[config.mk]
export PLATFORM = sky130hd
export DESIGN_NAME = energy_detect_channel_assess
export DESIGN_NICKNAME = d
export VERILOG_FILES = /design/src/rtl/ed_cca_pkg.sv /design/src/rtl/ed_meas_if.sv /design/src/rtl/energy_detect_channel_assess.sv /design/src/rtl/ed_averager.sv
export SDC_FILE = /design/constraint.sdc
export NUM_CORES = 1
export LEC_CHECK = 0
export ABC_AREA = 1
export ABC_CLOCK_PERIOD_IN_PS = 3480
export BUFFER_PORTS_ARGS = -buffer_cell sky130_fd_sc_hd__buf_2
export CORE_MARGIN = 3
export CORE_UTILIZATION = 60
export DETAILED_ROUTE_END_ITERATION = 10
export GPL_TIMING_DRIVEN = 0
export MAX_ROUTING_LAYER = met4
export PLACE_DENSITY = 0.9
export SLEW_MARGIN = 20
export SYNTH_ARGS = -nofsm -noshare
export SYNTH_HDL_FRONTEND = slang
export SYNTH_SLANG_ARGS = --single-unit
[constraint.sdc]
create_clock -name mclk -period 3.48 [get_ports mclk]
set_input_delay 0.348 -clock mclk [delete_from_list [all_inputs] [get_ports mclk]]
set_output_delay 0.348 -clock mclk [all_outputs]
set_load 0.05 [all_outputs]
[src/rtl/ed_cca_pkg.sv]
// Constants, register map and mode codes for the energy-detect and channel-assessment block.
package ed_cca_pkg;

   // Register offsets on the internal register port.
   localparam logic [5:0] ADDR_STATUS = 6'h01;
   localparam logic [5:0] ADDR_CCA_CTRL = 6'h08;
   localparam logic [5:0] ADDR_THRES = 6'h09;
   localparam logic [5:0] ADDR_ENERGY_LEVEL_RESULT = 6'h07;

   // Field positions.
   localparam int DONE_BIT = 7;
   localparam int IDLE_BIT = 6;
   localparam int REQ_BIT = 7;
   localparam int MODE_LSB = 5;
   localparam int MODE_MSB = 6;
   localparam int CHAN_MSB = 4;
   localparam int THRES_MSB = 3;

   // Reset values.
   localparam logic [7:0] ENERGY_LEVEL_RESULT_RESET = 8'hff;
   localparam logic [7:0] CCA_CTRL_RESET = 8'h2b;
   localparam logic [7:0] THRES_RESET = 8'hc7;

   // Result scaling: RSSI steps are 3 dB, result steps are 1 dB, threshold steps 2 dB.
   localparam logic [7:0] ENERGY_LEVEL_RESULT_MAX = 8'h53;
   localparam logic [12:0] RSSI_STEP_DB = 13'h0003;

   // Timing.
   localparam int CLK_PERIOD_NS = 100;
   localparam int ED_LONG_NS = 128000;
   localparam int ED_SHORT_NS = 32000;
   localparam int SAMPLE_NS = 2000;
   localparam int CCA_MAX_NS = 180000;
   localparam int ED_LONG_CYC = (ED_LONG_NS + CLK_PERIOD_NS - 1) / CLK_PERIOD_NS;
   localparam int ED_SHORT_CYC = (ED_SHORT_NS + CLK_PERIOD_NS - 1) / CLK_PERIOD_NS;
   localparam int SAMPLE_CYC = (SAMPLE_NS + CLK_PERIOD_NS - 1) / CLK_PERIOD_NS;
   localparam int CCA_MAX_CYC = CCA_MAX_NS / CLK_PERIOD_NS;
   localparam logic [4:0] SAMPLE_LAST = 5'(SAMPLE_CYC - 1);
   localparam logic [6:0] LONG_LAST = 7'(ED_LONG_CYC / SAMPLE_CYC - 1);
   localparam logic [6:0] SHORT_LAST = 7'(ED_SHORT_CYC / SAMPLE_CYC - 1);
   localparam int LONG_SHIFT = $clog2(ED_LONG_CYC / SAMPLE_CYC);
   localparam int SHORT_SHIFT = $clog2(ED_SHORT_CYC / SAMPLE_CYC);

   typedef enum logic [1:0] {
      CCA_CS_OR_ED = 2'h0,
      CCA_ED = 2'h1,
      CCA_CS = 2'h2,
      CCA_CS_AND_ED = 2'h3
   } assess_mode_field_e;

   typedef enum logic [3:0] {
      ST_IDLE = 4'h1,
      ST_ED = 4'h2,
      ST_CCA = 4'h4,
      ST_WAIT_AUTO = 4'h8
   } assess_state_e;

endpackage

[src/rtl/ed_meas_if.sv]
// Start and result signals between the assessment engine and the energy averager.
`timescale 1ns/1ps
interface ed_meas_if;
   logic start;
   logic long_win;
   logic done;
   logic [7:0] level;
   modport ctrl (output start, output long_win, input done, input level);
   modport meas (input start, input long_win, output done, output level);
endinterface

[src/rtl/energy_detect_channel_assess.sv]
// Energy-detection result register and clear-channel-assessment engine.
`timescale 1ns/1ps
module energy_detect_channel_assess
   import ed_cca_pkg::*;
(
   input wire logic mclk,
   input wire logic sys_rst,
   input wire logic [5:0] reg_addr,
   input wire logic [7:0] reg_wdata,
   input wire logic reg_wr,
   input wire logic reg_rd,
   output logic [7:0] reg_rdata,
   input wire logic [4:0] rssi_value,
   input wire logic carrier_sense,
   input wire logic rx_listen,
   input wire logic rx_busy,
   input wire logic basic_mode,
   input wire logic high_rate,
   input wire logic auto_ed_trigger,
   input wire logic [4:0] radio_state,
   output logic assess_energy_done_event
);
   import ed_cca_pkg::*;

   ed_meas_if meas_if ();

   ed_averager u_averager (
      .mclk(mclk),
      .sys_rst(sys_rst),
      .rssi_value(rssi_value),
      .meas(meas_if.meas)
   );

   assess_state_e state;
   assess_state_e next_state;
   logic [7:0] energy_level_result;
   logic [1:0] assess_mode_field;
   logic [4:0] channel;
   logic [7:0] energy_threshold_config;
   logic assess_complete_flag;
   logic channel_idle_flag;
   logic auto_run;
   logic auto_taken;
   logic cs_seen;
   logic wait_is_cca;
   logic next_wait_is_cca;
   logic ed_req;
   logic cca_req;
   logic in_rx;
   logic auto_start;
   logic manual_start;
   logic energy_busy;
   logic meas_energy_busy;
   logic cca_finish;
   logic cca_idle_value;
   logic ed_finish;
   logic cca_eval_now;
   logic [1:0] req_mode;

   // Busy decision per mode from an energy verdict and a carrier verdict.
   function automatic logic channel_busy(input logic [1:0] mode, input logic eb,
                                         input logic cs);
      logic b;
      b = 1'b0;
      case (mode)
         CCA_ED: b = eb;
         CCA_CS: b = cs;
         CCA_CS_OR_ED: b = cs | eb;
         CCA_CS_AND_ED: b = cs & eb;
         default: b = 1'b0;
      endcase
      return b;
   endfunction

   assign ed_req = reg_wr && (reg_addr == ADDR_ENERGY_LEVEL_RESULT);
   assign cca_req = reg_wr && (reg_addr == ADDR_CCA_CTRL) && reg_wdata[REQ_BIT];
   assign in_rx = rx_listen | rx_busy;

   // Only one automatic measurement per frame; the flag drops with the frame.
   assign auto_start = auto_ed_trigger && rx_busy && !auto_taken;

   // Threshold compare against twice the field, both in 1 dB units above base.
   assign energy_busy = energy_level_result > {3'h0, energy_threshold_config[THRES_MSB:0], 1'b0};
   assign meas_energy_busy = meas_if.level > {3'h0, energy_threshold_config[THRES_MSB:0], 1'b0};

   // Manual measurements are always long: keeps 128 us while listening.
   assign manual_start = (state == ST_IDLE) && rx_listen && !auto_start
                         && (ed_req || (cca_req && basic_mode));
   assign meas_if.start = auto_start | manual_start;
   assign meas_if.long_win = manual_start ? 1'b1 : !high_rate;

   // A request carries its own mode; the stored field only lands on the next edge.
   assign req_mode = (reg_wr && (reg_addr == ADDR_CCA_CTRL)) ? reg_wdata[MODE_MSB:MODE_LSB]
                     : assess_mode_field;

   // Assessment while busy receiving can be answered from the stored result.
   assign cca_eval_now = rx_busy && basic_mode
                         && ((req_mode == CCA_CS) || !auto_run);

   always_ff @(posedge mclk) begin
      if (sys_rst) begin
         auto_taken <= 1'b0;
         auto_run <= 1'b0;
      end else begin
         if (!rx_busy) begin
            auto_taken <= 1'b0;
         end else if (auto_start) begin
            auto_taken <= 1'b1;
         end
         if (auto_start) begin
            auto_run <= 1'b1;
         end else if (meas_if.done) begin
            auto_run <= 1'b0;
         end
      end
   end

   // Carrier activity is gathered over the whole listening window.
   always_ff @(posedge mclk) begin
      if (sys_rst) begin
         cs_seen <= 1'b0;
      end else if (manual_start) begin
         cs_seen <= carrier_sense;
      end else if (state == ST_CCA) begin
         cs_seen <= cs_seen | carrier_sense;
      end
   end

   // Completion decode for this cycle.
   always_comb begin
      next_state = state;
      next_wait_is_cca = wait_is_cca;
      cca_finish = 1'b0;
      cca_idle_value = 1'b0;
      ed_finish = 1'b0;
      case (state)
         ST_IDLE: begin
            if (cca_req) begin
               if (!(basic_mode && in_rx)) begin
                  cca_finish = 1'b1;
               end else if (rx_listen && !auto_start) begin
                  next_state = ST_CCA;
               end else if (cca_eval_now) begin
                  cca_finish = 1'b1;
                  cca_idle_value = !channel_busy(req_mode, energy_busy,
                                                 carrier_sense);
               end else begin
                  next_state = ST_WAIT_AUTO;
                  next_wait_is_cca = 1'b1;
               end
            end else if (ed_req) begin
               if (rx_listen && !auto_start) begin
                  next_state = ST_ED;
               end else if (rx_busy && (auto_run || auto_start)) begin
                  next_state = ST_WAIT_AUTO;
                  next_wait_is_cca = 1'b0;
               end else begin
                  ed_finish = 1'b1;
               end
            end
         end
         ST_ED: begin
            if (meas_if.done) begin
               ed_finish = 1'b1;
               next_state = ST_IDLE;
            end
         end
         ST_CCA: begin
            if (meas_if.done) begin
               cca_finish = 1'b1;
               cca_idle_value = !channel_busy(assess_mode_field, meas_energy_busy,
                                              cs_seen | carrier_sense);
               next_state = ST_IDLE;
            end
         end
         ST_WAIT_AUTO: begin
            if (meas_if.done || !rx_busy) begin
               next_state = ST_IDLE;
               if (wait_is_cca) begin
                  cca_finish = 1'b1;
                  cca_idle_value = meas_if.done
                     && !channel_busy(assess_mode_field, meas_energy_busy, carrier_sense);
               end else begin
                  ed_finish = 1'b1;
               end
            end
         end
         default: begin
            next_state = ST_IDLE;
         end
      endcase
   end

   always_ff @(posedge mclk) begin
      if (sys_rst) begin
         state <= ST_IDLE;
         wait_is_cca <= 1'b0;
      end else begin
         state <= next_state;
         wait_is_cca <= next_wait_is_cca;
      end
   end

   // The result only moves when a measurement really ran.
   always_ff @(posedge mclk) begin
      if (sys_rst) begin
         energy_level_result <= ENERGY_LEVEL_RESULT_RESET;
      end else if (meas_if.done) begin
         energy_level_result <= meas_if.level;
      end
   end

   // Completion wins over a request landing in the same cycle.
   always_ff @(posedge mclk) begin
      if (sys_rst) begin
         assess_complete_flag <= 1'b0;
         channel_idle_flag <= 1'b0;
      end else if (cca_finish) begin
         assess_complete_flag <= 1'b1;
         channel_idle_flag <= cca_idle_value;
      end else if (cca_req) begin
         assess_complete_flag <= 1'b0;
         channel_idle_flag <= 1'b0;
      end
   end

   // One shared pulse for energy and assessment completion.
   always_ff @(posedge mclk) begin
      if (sys_rst) begin
         assess_energy_done_event <= 1'b0;
      end else begin
         assess_energy_done_event <= cca_finish | ed_finish;
      end
   end

   // The request bit is a strobe and is never stored.
   always_ff @(posedge mclk) begin
      if (sys_rst) begin
         assess_mode_field <= CCA_CTRL_RESET[MODE_MSB:MODE_LSB];
         channel <= CCA_CTRL_RESET[CHAN_MSB:0];
         energy_threshold_config <= THRES_RESET;
      end else if (reg_wr) begin
         if (reg_addr == ADDR_CCA_CTRL) begin
            assess_mode_field <= reg_wdata[MODE_MSB:MODE_LSB];
            channel <= reg_wdata[CHAN_MSB:0];
         end
         if (reg_addr == ADDR_THRES) begin
            energy_threshold_config <= reg_wdata;
         end
      end
   end

   // Read data is registered one edge after the read strobe.
   always_ff @(posedge mclk) begin
      if (sys_rst) begin
         reg_rdata <= 8'h00;
      end else if (reg_rd) begin
         case (reg_addr)
            ADDR_STATUS: reg_rdata <= {assess_complete_flag, channel_idle_flag, 1'b0,
                                       radio_state};
            ADDR_CCA_CTRL: reg_rdata <= {1'b0, assess_mode_field, channel};
            ADDR_THRES: reg_rdata <= energy_threshold_config;
            ADDR_ENERGY_LEVEL_RESULT: reg_rdata <= energy_level_result;
            default: reg_rdata <= 8'h00;
         endcase
      end
   end
endmodule

[src/rtl/ed_averager.sv]
// Averages signal-strength samples over a measurement window into a 1 dB energy level.
`timescale 1ns/1ps
module ed_averager
   import ed_cca_pkg::*;
(
   input wire logic mclk,
   input wire logic sys_rst,
   input wire logic [4:0] rssi_value,
   ed_meas_if.meas meas
);
   logic run;
   logic long_q;
   logic [4:0] tick;
   logic [6:0] samples;
   logic [10:0] sum;
   logic [10:0] next_sum;
   logic [12:0] scaled;
   logic [12:0] shifted;
   logic last_tick;
   logic last_sample;

   assign next_sum = sum + {6'h00, rssi_value};
   assign scaled = 13'(next_sum) * RSSI_STEP_DB;
   assign shifted = long_q ? (scaled >> LONG_SHIFT) : (scaled >> SHORT_SHIFT);
   assign last_tick = run && (tick == SAMPLE_LAST);
   assign last_sample = samples == (long_q ? LONG_LAST : SHORT_LAST);

   // A new start restarts the window even mid-measurement.
   always_ff @(posedge mclk) begin
      if (sys_rst) begin
         run <= 1'b0;
         long_q <= 1'b1;
         tick <= 5'h00;
         samples <= 7'h00;
         sum <= 11'h000;
      end else if (meas.start) begin
         run <= 1'b1;
         long_q <= meas.long_win;
         tick <= 5'h00;
         samples <= 7'h00;
         sum <= 11'h000;
      end else if (last_tick) begin
         tick <= 5'h00;
         sum <= next_sum;
         samples <= samples + 7'h01;
         if (last_sample) begin
            run <= 1'b0;
         end
      end else if (run) begin
         tick <= tick + 5'h01;
      end
   end

   // Zero means at or below the base level; full scale clamps to the top code.
   always_ff @(posedge mclk) begin
      if (sys_rst) begin
         meas.done <= 1'b0;
         meas.level <= 8'h00;
      end else begin
         meas.done <= last_tick && last_sample && !meas.start;
         if (last_tick && last_sample) begin
            meas.level <= (shifted > 13'(ENERGY_LEVEL_RESULT_MAX)) ? ENERGY_LEVEL_RESULT_MAX : shifted[7:0];
         end
      end
   end
endmodule

==> metrics <==
status=finished clean; cell count after synthesis=between 600 and 700; setup slack after layout=0.143 ns; Fin. Hold Viols=0; Seq pwr share=approximately 44%; Psw=approximately 600 uW; fmax=between 200 and 300 MHz; WHS=0.198 ns; Port Buffers=approximately 40; Crit path top cell by count=nand2_1; synthesized area per cell=about 6.6 um^2; DRT iter0 DRCs=~500; first-pass GRT wire length=approximately 20 mm; dpl hpwl=8.74 mm; Switching Share=between 20 and 30%; routed wl met3=897 um; Avg WL per Cell=roughly 14 um; clock power share=41.4%; Post-synth top flop=dfxtp_1; Layout Skew=0.00986 ns; hold depth=3; I/O Pins=between 40 and 50; type of the worst min-delay path=input pin to register; part of the power in combinational logic=around 15%; wire length on met1=5.19 mm; # hold bufs at CTS=0; Max VDD drop=approximately 0.42 mV; DR vias/cell=5.83; ANT nets after route=0; fin nets=between 800 and 900; CP max stage delay=~0.50 ns; vias=between 4000 and 5000; number of synthesized flops with an enable pin=0; ANT cells=0; CTS tree=built; cell type with the largest total area after synthesis=dfxtp_1; Root Driver=clkbuf_8; crit share post-route=roughly 96%; core footprint=~7300 um^2; crit start category=register; worst path bufs/invs=3; Worst Reg2Reg Path Length in Cells=22; Die H=just over 90 um; initial antenna violation count=0; WP data required=3.75 ns; Die W=roughly 93 um; Pins Over Slew Limit=0; area grow syn2layout=17.2%; Pint=about 1500 uW; pwr/cell area=389 nW/um^2; delay-heaviest family, CP=simple AND/OR/NAND/NOR gates; post-synthesis register bit count=between 70 and 80; total CTS buffers=9; GRT Util Overall=just under 30%; Netlist cell types=42; clock slew at reported path FFs=roughly 0.090 ns; CP cell instances=ha_1, inv_1, nand2_1, nand3_1, nand3_1, nand2_1, ha_1, inv_1, a21oi_2, nand3_1, nand2_2, nand2_2, nand2_1, nand2_1, nand3_1, nand3_1, nand2_1, nand2_1, nand2_2, nand2_2, o21ai_1, inv_1; CTS sink cnt=76; CTS max path bufs=2; Post-Syn Nets=754; DRC=0; CP max FO=6; Max-cap violations=0; fin crit period=3.34 ns; CTS H-tree lvls=3; Initial Util=between 60% and 70%; Ys Warns=0; WL final=~12 mm; Placer Congestion=roughly 0.9; Slew @ Worst Pin=between 0.8 and 0.9 ns; metal2 WL=5.87 mm; slew margin rel.=between 40% and 50%; largest net degree at the start of global routing=16; Leakage=roughly 0.0025 uW; number of global-route vias before repair=between 4000 and 5000; register area share after synthesis=between 30% and 40%; num rows=31; Clk Latency, worst-skew pair=~0.37 ns; Worst Setup Path Type=register to register; largest cells by area after synthesis=dfxtp_1 (33%), nand2_1 (17%), inv_1 (6.9%); DIE AREA=8680 um^2; Yosys top cell area share=between 30% and 40%; mapped cell area=4560 um^2; pre-CTS WS=-0.0810 ns; Final Setup Violations=0; critical path arrival=around 3.6 ns; Stages on worst setup path=22; total grt overflow=0; top layer in use=met4; Synth async-reset ratio=0%; DRT Pass-1 Iters=6; slowest stage cell on the critical path=ha_1; share of cells above drive strength 1=15.7%; Worst setup EP type=register
## layout by cell type (no fill, tap or decap), types with 4 or more instances in the layout
| master | count |
|---|---|
| o2111ai_1 | 4 |
| buf_2 | 46 |
| xor2_1 | 5 |
| inv_1 | 82 |
| nand2_1 | 202 |
| inv_2 | 7 |
| nand3_2 | 4 |
| clkbuf_8 | 9 |
| ha_1 | 20 |
| a21oi_1 | 49 |
| o211ai_1 | 8 |
| nand4_1 | 13 |
| ha_4 | 4 |
| nand3_1 | 56 |
| nand2_2 | 15 |
| nor2_1 | 56 |
| dfxtp_1 | 75 |
| nor3_1 | 10 |
| clkbuf_1 | 7 |
| o21ai_0 | 25 |
## area by class of cell
class	instances	area [um^2]
clock buffer	9	124
buffer	13	55.1
multi-input combinational	514	2830
inverter	92	345
timing repair buffer	42	213
clock inverter	7	128
fill	545	1990
sequential	76	1520
tap	99	124
## flip-flops by register name, indices dropped and copies added (netlist names), 2 cells and up
register / flops
assess_mode_field: 2
channel: 5
energy_level_result: 8
energy_threshold_config: 8
reg_rdata: 8
state: 4
u_averager.meas.level: 8
u_averager.samples: 7
u_averager.sum: 11
u_averager.tick: 5
## per-layer routing
| layer | vias to the layer above | global-route usage [%] |
|---|---|---|
| met4 | 0 | 11.4 |
| met3 | 43 | 5.39 |
| li1 | 2391 | - |
| met5 | - | - |
| met1 | 2284 | 35.6 |
| met2 | 250 | 47.3 |
## metrics by stage
step | area (um^2) | cells | utilization (%) | setup TNS (ns) | power [uW]
global route | 5340 | 852 | 72.9 | -0.120 | 2150
global placement | 4890 | 835 | 66.7 | -0.0175 | 1200
CTS | 5150 | 851 | 70.2 | 0 | 2060
finish | 5340 | 852 | 72.9 | 0 | 2080
floorplan | 4560 | 695 | - | 0 | 1130
detailed placement | 4890 | 835 | 66.7 | -0.263 | 1210
## logic make-up after synthesis
family / Yosys count / share of synthesized area, %
flops: 76 / 33.4
mux: 2 / 0.439
fa+ha+maj: 25 / 7.03
buf+inv: 105 / 8.78
xor+xnor: 10 / 1.92
compound gates: 108 / 13.6
simple gates: 369 / 34.9
## worst register-to-register path, stage by stage (launching register included)
cell and delay (ns):
dfxtp_1 0.33, ha_1 0.50, inv_1 0.07, nand2_1 0.13, nand3_1 0.22, nand3_1 0.15
nand2_1 0.12, ha_1 0.32, inv_1 0.08, a21oi_2 0.14, nand3_1 0.11, nand2_2 0.11
nand2_2 0.07, nand2_1 0.09, nand2_1 0.08, nand3_1 0.11, nand3_1 0.11, nand2_1 0.09
nand2_1 0.06, nand2_2 0.09, nand2_2 0.07, o21ai_1 0.13, inv_1 0.05
## cell usage after synthesis, types with 2 or more instances
cell and count:
o211ai_1 8, a211oi_1 2, dfxtp_1 76, nor3_1 10, nand3_1 60, inv_1 84
o2111ai_1 4, nor2_1 58, a21oi_1 53, ha_1 24, nand4_1 13, nor4_1 2
buf_2 5, clkbuf_1 7, xnor2_1 5, a31oi_1 2, nand2_1 210, clkinv_1 3
inv_2 5, o21ai_2 2, mux2i_1 2, nor3_2 2, nand2_2 7, xor2_1 5
o221ai_1 3, o21ai_1 3, o21ai_0 25
## repair_timing
item / CTS / global route
resized for setup: 1 / 36
buffers inserted: 0 / 1
endpoints found under the setup margin: 1 / 7
pin swaps: 0 / 7
## power by group through the flow
| stage | sequential, uW | clock, uW | combinational [uW] |
|---|---|---|---|
| floorplan | 934 | 0 | 197 |
| global placement | 931 | 0 | 271 |
| detailed placement | 935 | 0 | 280 |
| CTS | 914 | 858 | 284 |
| global route | 918 | 896 | 338 |
| finish | 915 | 859 | 303 |
## final timing paths
kind,from,to,slack [ns]
min,reg_wdata[1],channel[1],0.20
max reg2reg,u_averager.sum[2],u_averager.meas.level[4],0.14
max,u_averager.sum[2],u_averager.meas.level[4],0.14
min reg2reg,energy_threshold_config[5],energy_threshold_config[5],0.47
Note: power is estimated with default switching activity, not from simulation.
